==> src/verilog/lpbc_defines.vh <==
// Overview of operation
// - in wait, an enabled interrupt from an active module wakes the cpu
// - wake from wait by interrupt starts stacking one cycle later
// - cpu clock is gated off in wait; active modules keep running
// - wait also ends on reset, or on break in emulation mode
// - break taken during wait sets the break-in-stop-wait flag
// - watchdog runs in wait when watchdog disable is 0
// - stop entry resets the integration counter and gates all clocks
// - interrupt ends stop; stacking waits for the recovery delay
// - reset or break also ends stop
// - in stop both twice and four-times bus clock enables are off
// - recovery is 4096 cycles, or 32 when short recovery is set
// - with break enable set, a 16-bit address match raises a break
// - break enable at bit 7, cleared by writing 0 and by reset
// - break active set by hardware on a match, cleared by reset
// - writing 1 to break active raises a break interrupt
// - break address held in high and low bytes, reset to zero
// - break starts after the current instruction, or at once on last
`ifndef LPBC_DEFINES_VH
`define LPBC_DEFINES_VH
`define LPBC_OFS_CTRL 12'h000
`define LPBC_OFS_ADDR_HI 12'h004
`define LPBC_OFS_ADDR_LO 12'h008
`define LPBC_OFS_STATUS 12'h00c
`define LPBC_OFS_CONFIG 12'h010
`define LPBC_BIT_BRK_EN 7
`define LPBC_BIT_BRK_ACT 6
`define LPBC_BIT_BREAK_IN_STOP_WAIT_FLAG 1
`define LPBC_BIT_SHORT_REC 7
`define LPBC_BIT_WDOG_DIS 0
`define LPBC_RST_BYTE 8'h00
`define LPBC_RST_CONFIG 8'h00
`define LPBC_REC_LONG 4096
`define LPBC_REC_SHORT 32
`endif

==> src/verilog/lpbc_sync.v <==
`timescale 1ns/10ps
module lpbc_sync #(
  parameter WIDTH = 1
) (
  input wire i_clk,
  input wire i_rst,
  input wire i_ce,
  input wire [WIDTH-1:0] i_d,
  output wire [WIDTH-1:0] o_q
);
  reg [WIDTH-1:0] meta_ff;
  reg [WIDTH-1:0] sync_ff;
  always @(posedge i_clk) begin
    if (i_rst) begin
      meta_ff <= {WIDTH{1'b0}};
      sync_ff <= {WIDTH{1'b0}};
    end else if (i_ce) begin
      meta_ff <= i_d;
      sync_ff <= meta_ff;
    end
  end
  assign o_q = sync_ff;
endmodule

==> src/verilog/lpbc_brk_cmp.v <==
`timescale 1ns/10ps
module lpbc_brk_cmp (
  input wire i_clk,
  input wire i_rst,
  input wire i_ce,
  input wire i_en,
  input wire i_valid,
  input wire [15:0] i_bus_addr,
  input wire [7:0] i_hi,
  input wire [7:0] i_lo,
  output wire o_match
);
  reg match_ff;
  wire hit = i_valid && (i_bus_addr == {i_hi, i_lo});
  always @(posedge i_clk) begin
    if (i_rst) begin
      match_ff <= 1'b0;
    end else if (i_ce) begin
      match_ff <= i_en && hit;
    end
  end
  assign o_match = match_ff;
endmodule

==> src/verilog/lpbc_top.v <==
`timescale 1ns/10ps
`include "lpbc_defines.vh"
module lpbc_top #(
  parameter REC_LONG = `LPBC_REC_LONG,
  parameter REC_SHORT = `LPBC_REC_SHORT
) (
  // clock, reset, enable
  input wire I_MCLK,
  input wire I_RST,
  input wire I_CE,
  // apb slave
  input wire I_PSEL,
  input wire I_PENABLE,
  input wire I_PWRITE,
  input wire [11:0] I_PADDR,
  input wire [31:0] I_PWDATA,
  output reg [31:0] O_PRDATA,
  output wire O_PREADY,
  output wire O_PSLVERR,
  // cpu core side
  input wire I_WAIT_REQ,
  input wire I_STOP_REQ,
  input wire I_INSTR_LAST,
  input wire I_BUS_VALID,
  input wire [15:0] I_BUS_ADDR,
  input wire I_EMUL_MODE,
  input wire I_BREAK_IN_STOP_WAIT_FLAG_CLR,
  // peripheral wake requests, from pins
  input wire I_MOD_IRQ,
  input wire I_MOD_IRQ_EN,
  // low-power and break outputs
  output wire O_CPU_CLK_EN,
  output wire O_TWICE_BUS_CLK_EN,
  output wire O_FOUR_BUS_CLK_EN,
  output wire O_WDOG_RUN,
  output wire O_SIM_CNT_CLR,
  output reg O_STACK_START,
  output reg O_BREAK_IRQ,
  output wire O_IN_WAIT,
  output wire O_IN_STOP,
  output wire [11:0] O_SIM_CNT
);
  localparam ST_RUN = 2'd0;
  localparam ST_WAIT = 2'd1;
  localparam ST_STOP = 2'd2;
  localparam ST_REC = 2'd3;
  localparam [2:0] SEL_NONE = 3'd0;
  localparam [2:0] SEL_CTRL = 3'd1;
  localparam [2:0] SEL_HI = 3'd2;
  localparam [2:0] SEL_LO = 3'd3;
  localparam [2:0] SEL_STAT = 3'd4;
  localparam [2:0] SEL_CFG = 3'd5;
  // recovery counts cut to the 13-bit counter on purpose
  localparam [12:0] REC_LONG_W = REC_LONG[12:0];
  localparam [12:0] REC_SHORT_W = REC_SHORT[12:0];


  reg [1:0] state_ff;
  reg [1:0] nxt_state;
  reg brk_en_ff;
  reg brk_act_ff;
  reg break_in_stop_wait_flag_ff;
  reg [7:0] addr_hi_ff;
  reg [7:0] addr_lo_ff;
  reg short_rec_ff;
  reg wdog_dis_ff;
  reg [12:0] rec_cnt_ff;
  reg [12:0] nxt_rec_cnt;
  reg [11:0] sim_cnt_ff;
  reg brk_pend_ff;
  reg nxt_stack;
  wire irq_sync;
  wire irq_en_sync;
  wire addr_match;

  // wake pins are asynchronous, two flops before use
  lpbc_sync #(
    .WIDTH(2)
  ) u_sync (
    .i_clk(I_MCLK),
    .i_rst(I_RST),
    .i_ce(I_CE),
    .i_d({I_MOD_IRQ, I_MOD_IRQ_EN}),
    .o_q({irq_sync, irq_en_sync})
  );

  lpbc_brk_cmp u_cmp (
    .i_clk(I_MCLK),
    .i_rst(I_RST),
    .i_ce(I_CE),
    .i_en(brk_en_ff),
    .i_valid(I_BUS_VALID),
    .i_bus_addr(I_BUS_ADDR),
    .i_hi(addr_hi_ff),
    .i_lo(addr_lo_ff),
    .o_match(addr_match)
  );

  // apb decode, zero-wait slave
  function [2:0] dec;
    input [11:0] a;
    begin
      if (a == `LPBC_OFS_CTRL) begin
        dec = SEL_CTRL;
      end else if (a == `LPBC_OFS_ADDR_HI) begin
        dec = SEL_HI;
      end else if (a == `LPBC_OFS_ADDR_LO) begin
        dec = SEL_LO;
      end else if (a == `LPBC_OFS_STATUS) begin
        dec = SEL_STAT;
      end else if (a == `LPBC_OFS_CONFIG) begin
        dec = SEL_CFG;
      end else begin
        dec = SEL_NONE;
      end
    end
  endfunction

  // read mux, unmapped offsets read as zero
  function [31:0] rd_word;
    input [2:0] s;
    begin
      rd_word = 32'h00000000;
      if (s == SEL_CTRL) begin
        rd_word[`LPBC_BIT_BRK_EN] = brk_en_ff;
        rd_word[`LPBC_BIT_BRK_ACT] = brk_act_ff;
      end else if (s == SEL_HI) begin
        rd_word[7:0] = addr_hi_ff;
      end else if (s == SEL_LO) begin
        rd_word[7:0] = addr_lo_ff;
      end else if (s == SEL_STAT) begin
        rd_word[`LPBC_BIT_BREAK_IN_STOP_WAIT_FLAG] = break_in_stop_wait_flag_ff;
      end else if (s == SEL_CFG) begin
        rd_word[`LPBC_BIT_SHORT_REC] = short_rec_ff;
        rd_word[`LPBC_BIT_WDOG_DIS] = wdog_dis_ff;
      end
    end
  endfunction

  wire acc = I_PSEL && I_PENABLE;
  wire [2:0] sel = dec(I_PADDR);
  wire wr = acc && I_PWRITE && I_CE;
  wire wr_ctrl = wr && (sel == SEL_CTRL);
  wire wr_stat = wr && (sel == SEL_STAT);
  // zero wait: every register answers at once
  assign O_PREADY = 1'b1;
  assign O_PSLVERR = acc && (sel == SEL_NONE);

  wire wake_irq = irq_sync && irq_en_sync;
  wire sw_brk = wr_ctrl && I_PWDATA[`LPBC_BIT_BRK_ACT];
  // break on last cycle or next
  wire brk_go = (addr_match || brk_pend_ff) && I_INSTR_LAST;
  wire brk_now = brk_go || sw_brk;
  // break exits wait only in emulation
  wire wait_brk = brk_now && I_EMUL_MODE;

  always @* begin
    nxt_state = state_ff;
    nxt_stack = 1'b0;
    nxt_rec_cnt = rec_cnt_ff;
    case (state_ff)
      ST_RUN: begin
        if (I_STOP_REQ) begin
          nxt_state = ST_STOP;
        end else if (I_WAIT_REQ) begin
          nxt_state = ST_WAIT;
        end
      end
      ST_WAIT: begin
        if (wake_irq) begin
          nxt_state = ST_RUN;
          nxt_stack = 1'b1;
        end else if (wait_brk) begin
          nxt_state = ST_RUN;
        end
      end
      ST_STOP: begin
        if (brk_now) begin
          nxt_state = ST_RUN;
        end else if (wake_irq) begin
          nxt_state = ST_REC;
          nxt_rec_cnt = short_rec_ff ? REC_SHORT_W : REC_LONG_W;
        end
      end
      default: begin
        if (rec_cnt_ff <= 13'd1) begin
          nxt_state = ST_RUN;
          nxt_stack = 1'b1;
          nxt_rec_cnt = 13'd0;
        end else begin
          nxt_rec_cnt = rec_cnt_ff - 13'd1;
        end
      end
    endcase
  end

  always @(posedge I_MCLK) begin
    if (I_RST) begin
      state_ff <= ST_RUN;
      rec_cnt_ff <= 13'd0;
      O_STACK_START <= 1'b0;
    end else if (I_CE) begin
      state_ff <= nxt_state;
      rec_cnt_ff <= nxt_rec_cnt;
      O_STACK_START <= nxt_stack;
    end
  end

  always @(posedge I_MCLK) begin
    if (I_RST) begin
      sim_cnt_ff <= 12'h000;
    end else if (I_CE) begin
      if (state_ff == ST_STOP || (state_ff == ST_RUN && I_STOP_REQ)) begin
        sim_cnt_ff <= 12'h000;
      end else begin
        sim_cnt_ff <= sim_cnt_ff + 12'h001;
      end
    end
  end
  assign O_SIM_CNT_CLR = (state_ff == ST_STOP);
  assign O_SIM_CNT = sim_cnt_ff;

  assign O_CPU_CLK_EN = (state_ff == ST_RUN);
  assign O_TWICE_BUS_CLK_EN = (state_ff != ST_STOP);
  assign O_FOUR_BUS_CLK_EN = (state_ff != ST_STOP);
  assign O_WDOG_RUN = !wdog_dis_ff && (state_ff != ST_STOP);
  assign O_IN_WAIT = (state_ff == ST_WAIT);
  assign O_IN_STOP = (state_ff == ST_STOP);

  always @(posedge I_MCLK) begin
    if (I_RST) begin
      brk_en_ff <= 1'b0;
      brk_act_ff <= 1'b0;
      break_in_stop_wait_flag_ff <= 1'b0;
      brk_pend_ff <= 1'b0;
      O_BREAK_IRQ <= 1'b0;
      addr_hi_ff <= `LPBC_RST_BYTE;
      addr_lo_ff <= `LPBC_RST_BYTE;
      short_rec_ff <= 1'b0;
      wdog_dis_ff <= 1'b0;
    end else if (I_CE) begin
      O_BREAK_IRQ <= brk_now;
      if (brk_go) begin
        brk_pend_ff <= 1'b0;
      // disabling breaks also drops a break still waiting
      end else if (wr_ctrl && !I_PWDATA[`LPBC_BIT_BRK_EN]) begin
        brk_pend_ff <= 1'b0;
      end else if (addr_match) begin
        brk_pend_ff <= 1'b1;
      end
      if (wr_ctrl) begin
        brk_en_ff <= I_PWDATA[`LPBC_BIT_BRK_EN];
      end
      if (addr_match) begin
        brk_act_ff <= 1'b1;
      end else if (wr_ctrl) begin
        brk_act_ff <= I_PWDATA[`LPBC_BIT_BRK_ACT];
      end
      if (brk_now && (state_ff == ST_WAIT || state_ff == ST_STOP)) begin
        break_in_stop_wait_flag_ff <= 1'b1;
      end else if (I_BREAK_IN_STOP_WAIT_FLAG_CLR || (wr_stat && !I_PWDATA[`LPBC_BIT_BREAK_IN_STOP_WAIT_FLAG])) begin
        break_in_stop_wait_flag_ff <= 1'b0;
      end
      if (wr && sel == SEL_HI) begin
        addr_hi_ff <= I_PWDATA[7:0];
      end
      if (wr && sel == SEL_LO) begin
        addr_lo_ff <= I_PWDATA[7:0];
      end
      // software keeps this clear for crystals
      if (wr && sel == SEL_CFG) begin
        short_rec_ff <= I_PWDATA[`LPBC_BIT_SHORT_REC];
        wdog_dis_ff <= I_PWDATA[`LPBC_BIT_WDOG_DIS];
      end
    end
  end

  always @(posedge I_MCLK) begin
    if (I_RST) begin
      O_PRDATA <= 32'h00000000;
    end else if (I_CE && I_PSEL && !I_PENABLE && !I_PWRITE) begin
      O_PRDATA <= rd_word(sel);
    end
  end
endmodule

==> config.mk <==
export PLATFORM = sky130hd
export DESIGN_NAME = lpbc_top
export DESIGN_NICKNAME = d
export VERILOG_FILES = /design/src/verilog/lpbc_sync.v /design/src/verilog/lpbc_brk_cmp.v /design/src/verilog/lpbc_top.v
export VERILOG_INCLUDE_DIRS = /design/src /design/src/verilog
export SDC_FILE = /design/constraint.sdc
export NUM_CORES = 1
export LEC_CHECK = 0
export BUFFER_PORTS_ARGS = -buffer_cell sky130_fd_sc_hd__buf_2
export CORE_ASPECT_RATIO = 2
export CORE_MARGIN = 4
export CORE_UTILIZATION = 40
export DETAILED_ROUTE_END_ITERATION = 6
export PLACE_DENSITY = 0.67
export REMOVE_ABC_BUFFERS = 1
export SLEW_MARGIN = 25
export SYNTH_ARGS = -nofsm -noshare
export SYNTH_HDL_FRONTEND = slang
export SYNTH_SLANG_ARGS = --single-unit
==> constraint.sdc <==
create_clock -name I_MCLK -period 2.5 [get_ports I_MCLK]
set_input_delay 0.25 -clock I_MCLK [delete_from_list [all_inputs] [get_ports I_MCLK]]
set_output_delay 0.25 -clock I_MCLK [all_outputs]
set_load 0.01 [all_outputs]
## Word level (Yosys, flattened, before mapping)

Cells that the tools add are included.

| word-level totals | value |
|---|---|
| bits of input ports | 74 |
| output and inout bits | 55 |
| register bits after elaboration | 64 |
| word-level logic and storage cells | 130 |

| cells by class | value |
|---|---|
| reductions and logical operators | 51 |
| order comparisons | 1 |
| equality and inequality tests | 18 |
| bitwise logic cells | 1 |
| mux-type cells | 40 |
| $add $sub $neg | 2 |

Operator list:

| operator | count |
|---|---|
| $mux 13 | 4 |
| $pmux 13 s2 | 1 |
| $eq 12x4->1 const B | 2 |
| $logic_and 1x1->1 | 23 |
| $mux 2 | 9 |
| $eq 16x16->1 | 1 |
| $mux 1 | 15 |
| $mux 3 | 5 |
| $reduce_and 2->1 | 7 |
| $le 13x1->1 const B | 1 |
| $sub 13x1->13 const B | 1 |
| $add 12x1->12 const B | 1 |
| $eq 12x3->1 const B | 1 |
| $eq 12x5->1 const B | 1 |
| $logic_not 12->1 | 1 |
| $mux 12 | 1 |
| $mux 8 | 1 |
| $eq 3x2->1 const B | 2 |
| $eq 3x3->1 const B | 2 |
| $mux 6 | 1 |
| $ne 3x1->1 const B | 2 |
| $pmux 2 s3 | 1 |
| $logic_not 1->1 | 5 |
| $logic_or 1x1->1 | 5 |
| other kinds (17) | 20 |

## Logic depth before layout (Yosys ltp)

| depth | value |
|---|---|
| depth after elaboration | 14 |
| mapped depth | 8 |
| depth with buffers taken out | 7 |

## Cells and area by module

From an unflattened synthesis, not the netlist that was laid out.

| second synthesis, totals | value |
|---|---|
| cells, all modules | 409 |
| area total of the unflattened synthesis | 3,423.3 µm² |

Modules (own cells, without submodules):

| module | area an instance (µm²) | times used | seq. area each (µm²) | cells an instance |
|---|---|---|---|---|
| lpbc_top | 3,067.9 | 1 | 1,181.1 | 369 |
| lpbc_brk_cmp | 215.2 | 1 | 20.0 | 27 |
| lpbc_sync | 140.1 | 1 | 80.1 | 13 |

## Least setup slack after synthesis

Ideal clock, no wire load.

| timing path | value |
|---|---|
| path type | register to register |
| start | register state_ff[0] |
| end | register rec_cnt_ff[9] |
| data required time | 2,409 ps |
| cell stages (with the launch flop) | 7 |
| arrival time | 2,173 ps |
| buffers on the path | 0 |
| period minus slack after synthesis | 2,264 ps |
| slack | 236 ps |
| setup time | 91 ps |
| path through | dfxtp_1 inv_1 ha_1 or3b_2 a211oi_1 a41oi_1 a311oi_1 |

| between the ends | value |
|---|---|
| word-level cells in the longest chain between the ends | 4 |
| elaborated cells between the ends (all ways) | 9 |
| those cells by class | eq/ne: 4; mux: 1; bitwise: 1; reduce/logical: 3 |

RTL lines:

| what | RTL line | text |
|---|---|---|
| start, declared | lpbc_top.v:58 | `reg [1:0] state_ff;` |
| start signal, assigned | lpbc_top.v:203 | `state_ff <= nxt_state;` |
| $logic_not 2->1 * | -- |  |
| net O_CPU_CLK_EN | lpbc_top.v:32 | `output wire O_CPU_CLK_EN,` |
| $reduce_or 2->1 (no source line) * | -- |  |
| $not 1->1 (no source line) | -- |  |
| $reduce_and 4->1 (no source line) | -- |  |
| end signal, assigned | lpbc_top.v:204 | `rec_cnt_ff <= nxt_rec_cnt;` |
| end, declared | lpbc_top.v:67 | `reg [12:0] rec_cnt_ff;` |

The timed path passes the listed nets; every way through them passes the cells marked *.
A chain may end at the register's enable or synchronous reset.

## Worst setup path in the final report

| timing path | value |
|---|---|
| start | register state_ff[0] |
| end | register rec_cnt_ff[5] |

| between the ends | value |
|---|---|
| word-level cells in the longest chain between the ends | 4 |
| elaborated cells between the ends (all ways) | 9 |
| those cells by class | eq/ne: 4; mux: 1; bitwise: 1; reduce/logical: 3 |

RTL lines:

| what | RTL line | text |
|---|---|---|
| $eq 2x1->1 or $logic_not 2->1 (tied branches) | lpbc_top.v:161 | `case (state_ff)` |
| $reduce_or 2->1 (no source line) | -- |  |
| $not 1->1 (no source line) | -- |  |
| $reduce_and 4->1 (no source line) | -- |  |

Several ways; a longest one is shown, not always the timed one.

==> metrics.cfg <==
[sta]
rsz0062_at_grt = no
hold_violations = 0
setup_ws_ns = 0.2868
maxSlewViolCount = 0
timing.setup.tns_ns = 0
maxSlewHeadroom_pct = 60.99
setup_viol = 0
tightest_slew_ns = 0.5852
min_period_over_period_pct = 88.53
max_freq_mhz = 451.8
final.min_clock_period_ns = 2.213
clock_skew_ns = 0.006366

[global_route]
met2_usage_pct = 35.50
grt.busiest_layer = met2
grt_pass1_wl_mm = 15.54
grt_max_degree = 32
met3_usage_pct = 3.854
antenna_found_initial = 0
use_met1_pct = 19.10
track_usage_pct = 19.20
grt_pass1_vias = 3200
gr-total-overflow = 0

[die]
ioPinCount = 129
die_area_sq_um = 10520
die_y_microns = 141.1
die_w_microns = 74.54
core_sq_um = 8648
fp-row-count = 48
start_util_pct = 40.96

[logic_synthesis]
synthCells = 417
synth_area_leaders = dfxtp_1 36%, mux2i_1 7.6%, nor2_1 5.9%
synth_cell_type_count = 54
yosys_warnings = 0
yosys.area.top_type_share_pct = 36.17
syn_area_per_cell_sq_um = 8.494
synth_flop_cell = dfxtp_1
ys_seq_elements = 64
seq_area_frac_synth_pct = 36.17
synth_edf_count = 0
synth_area_leader_cell = dfxtp_1
netlist_area_sq_um = 3542
async_reset_ff_share_pct = 0

[clocking]
cts_buffers = 9
cts_hold_buf = 0
cts_tree = yes
clk_pin_slew_worst_paths_ns = 0.05
clock-sinks = 64
clk_latency_ns = 0.33
htreeDepth = 3
clk_path_buf_depth = 2
postCtsSetupRepairBufs = 0
cts_resized = 0
clock-root-buffer = clkbuf_16

[pwr]
comb_power_share_pct = 50.3
clock_power_share_pct = 23.4
p_leak_nw = 1.754
vdd_drop_max_mv = 0.7958
power.density_nw_per_um2 = 1151
pwr-share-seq_pct = 26.4
p_int_w = 0.002872
p_sw_share_pct = 41.66
p_switching_w = 0.002051

[cells_and_area]
layout_commonest_cell = buf_2
design_area_sq_um = 4277
num_antenna_cells = 0
final_layout_size_suffix_gt1_share_pct = 24.31
layout_common_cells = 79 x buf_2, 64 x dfxtp_1, 56 x nor2_1, 27 x mux2i_1
num-nets-final = 583
syn_to_final_growth_pct = 20.73

[route]
antenna_left = 0
viasPerCell = 5.462
drtIter0Drc = 177
drc = 0
vias = 3310
wl_per_cell_microns = 15.83
routed_wl_mm = 9.595
first_pass_iters = 4

[min_path]
hold_class = in2reg
min-delay-start = I_MOD_IRQ

[setup_path]
cp_slowest_stage_delay_ns = 0.49
r2r_cells = 7
crit_path_start = state_ff[0]$_SDFFE_PP0P_
r2r_end = rec_cnt_ff[5]$_SDFFE_PP0P_
worst_path_max_delay_cell = or3b_2
endpoint = rec_cnt_ff[5]$_SDFFE_PP0P_
worstReg2RegStart = state_ff[0]$_SDFFE_PP0P_
path_buf_inv = 1
cp_data_arrival_time_ns = 2.48
path_cells = inv_1 > ha_1 > or3b_2 > a211o_1 > a31oi_1 > o21ai_0 > a21oi_1
crit_required_ns = 2.76
critical_path_class = reg2reg
worstSetupStartpointType = flop
r2r_setup_slack_ns = 0.29
critical-path-top-delay-family = compound AO/OA/AOI/OAI gates
crit_fanout = 5
cp.depth = 7
worstSetupEndpointType = flop

[placement]
io_buffers = 79
gp_congestion = 0.9420
hpwl_mm = 7.525
post-place-ws_ns = 0.2509
placed_area_sq_um = 4003

[flow_run]
drv_cap = 0

[run_status]
status = finished, final reports clean

-- worst min-delay path by stage --
stage	end	cells after the start
floorplan	O_PRDATA[1]$_SDFFE_PP0P_	1
global placement	O_PRDATA[6]$_SDFFE_PP0P_	2
CTS	u_sync.meta_ff[1]$_SDFFE_PP0P_	3
global route	u_sync.meta_ff[1]$_SDFFE_PP0P_	3
finish	u_sync.meta_ff[1]$_SDFFE_PP0P_	3
detailed placement	O_PRDATA[6]$_SDFFE_PP0P_	2
-- cells by family (layout without fill, tap and decap cells) --
kind of cell	after synthesis	in the layout	share of synthesized area, %
compound gates	84	84	16.50
xor+xnor	27	27	6.676
fa+ha+maj	7	7	2.473
buf+inv	57	123	9.113
flops	64	64	36.17
mux	28	28	7.948
other cells	2	25	0.2120
simple gates	148	148	20.91
-- through the flow --
stage	instances	hold WS [ns]	total power, W	util (%)
after global placement	591	0.4432	0.003738	46.28
after detailed placement	591	0.4458	0.003761	46.28
after floorplan	394	0.3191	0.002882	-
after global routing	606	0.1817	0.005290	49.45
after CTS	606	0.1555	0.004926	49.45
final	606	0.1572	0.004923	49.45
-- worst register-to-register path, cell delays in order (launching register included) --
cell and delay [ns]:
dfxtp_1 0.37, inv_1 0.09, ha_1 0.21, or3b_2 0.49, a211o_1 0.26, a31oi_1 0.39
o21ai_0 0.19, a21oi_1 0.15
-- sequential cells by signal, indices dropped and copies added, names as in the netlist, 2 cells and up --
name	flops
addr_hi_ff	8
u_sync.o_q	2
O_PRDATA	8
O_SIM_CNT	12
rec_cnt_ff	13
u_sync.meta_ff	2
state_ff	2
addr_lo_ff	8
-- power by group through the flow --
| stage | Sequential, W | Clock, W | Combinational [W] |
|---|---|---|---|
| finish | 0.00130 | 0.00115 | 0.00247 |
| global route | 0.00131 | 0.00123 | 0.00275 |
| CTS | 0.00129 | 0.00118 | 0.00246 |
| detailed placement | 0.00131 | 0 | 0.00245 |
| global placement | 0.00130 | 0 | 0.00243 |
| floorplan | 0.00128 | 0 | 0.00160 |
-- synth_stat cells (all sizes together) (2+ instances only) --
cell type  number
nor3b           2
xnor2          19
o211ai          2
and4            2
nand4           8
a21oi          26
a311oi          3
nand3          14
nor2b           6
a22o            5
nor2           56
a221oi          3
clkbuf         13
inv            11
nand3b          2
and3            6
nor3            9
or2             2
o21ai          10
o21bai          3
mux2i          27
nor4            4
a32oi           2
xor2            8
ha              7
dfxtp          64
or3b            2
nand2          25
a211oi         13
a41oi           3
nand2b          3
o2bb2ai         2
buf            33
a31oi           5
conb            2
or4             4
-- layout make-up --
type,count,area [sq um]
fill,868,4372
sequential,64,1281
clock inverter,3,17.52
multi-input combinational,319,2024
clock buffer,12,256.5
tap,100,125.1
inverter,11,41.29
timing repair buffer,97,530.5
-- metal layers --
layer	part of all wire, %	up-vias	routed length [microns]
li1	-	1599	-
met5	0	-	0
met1	35	1563	3385
met4	4.1	0	395
met3	5.5	29	532
met2	55	119	5282
(Power assumes the default switching activity.)
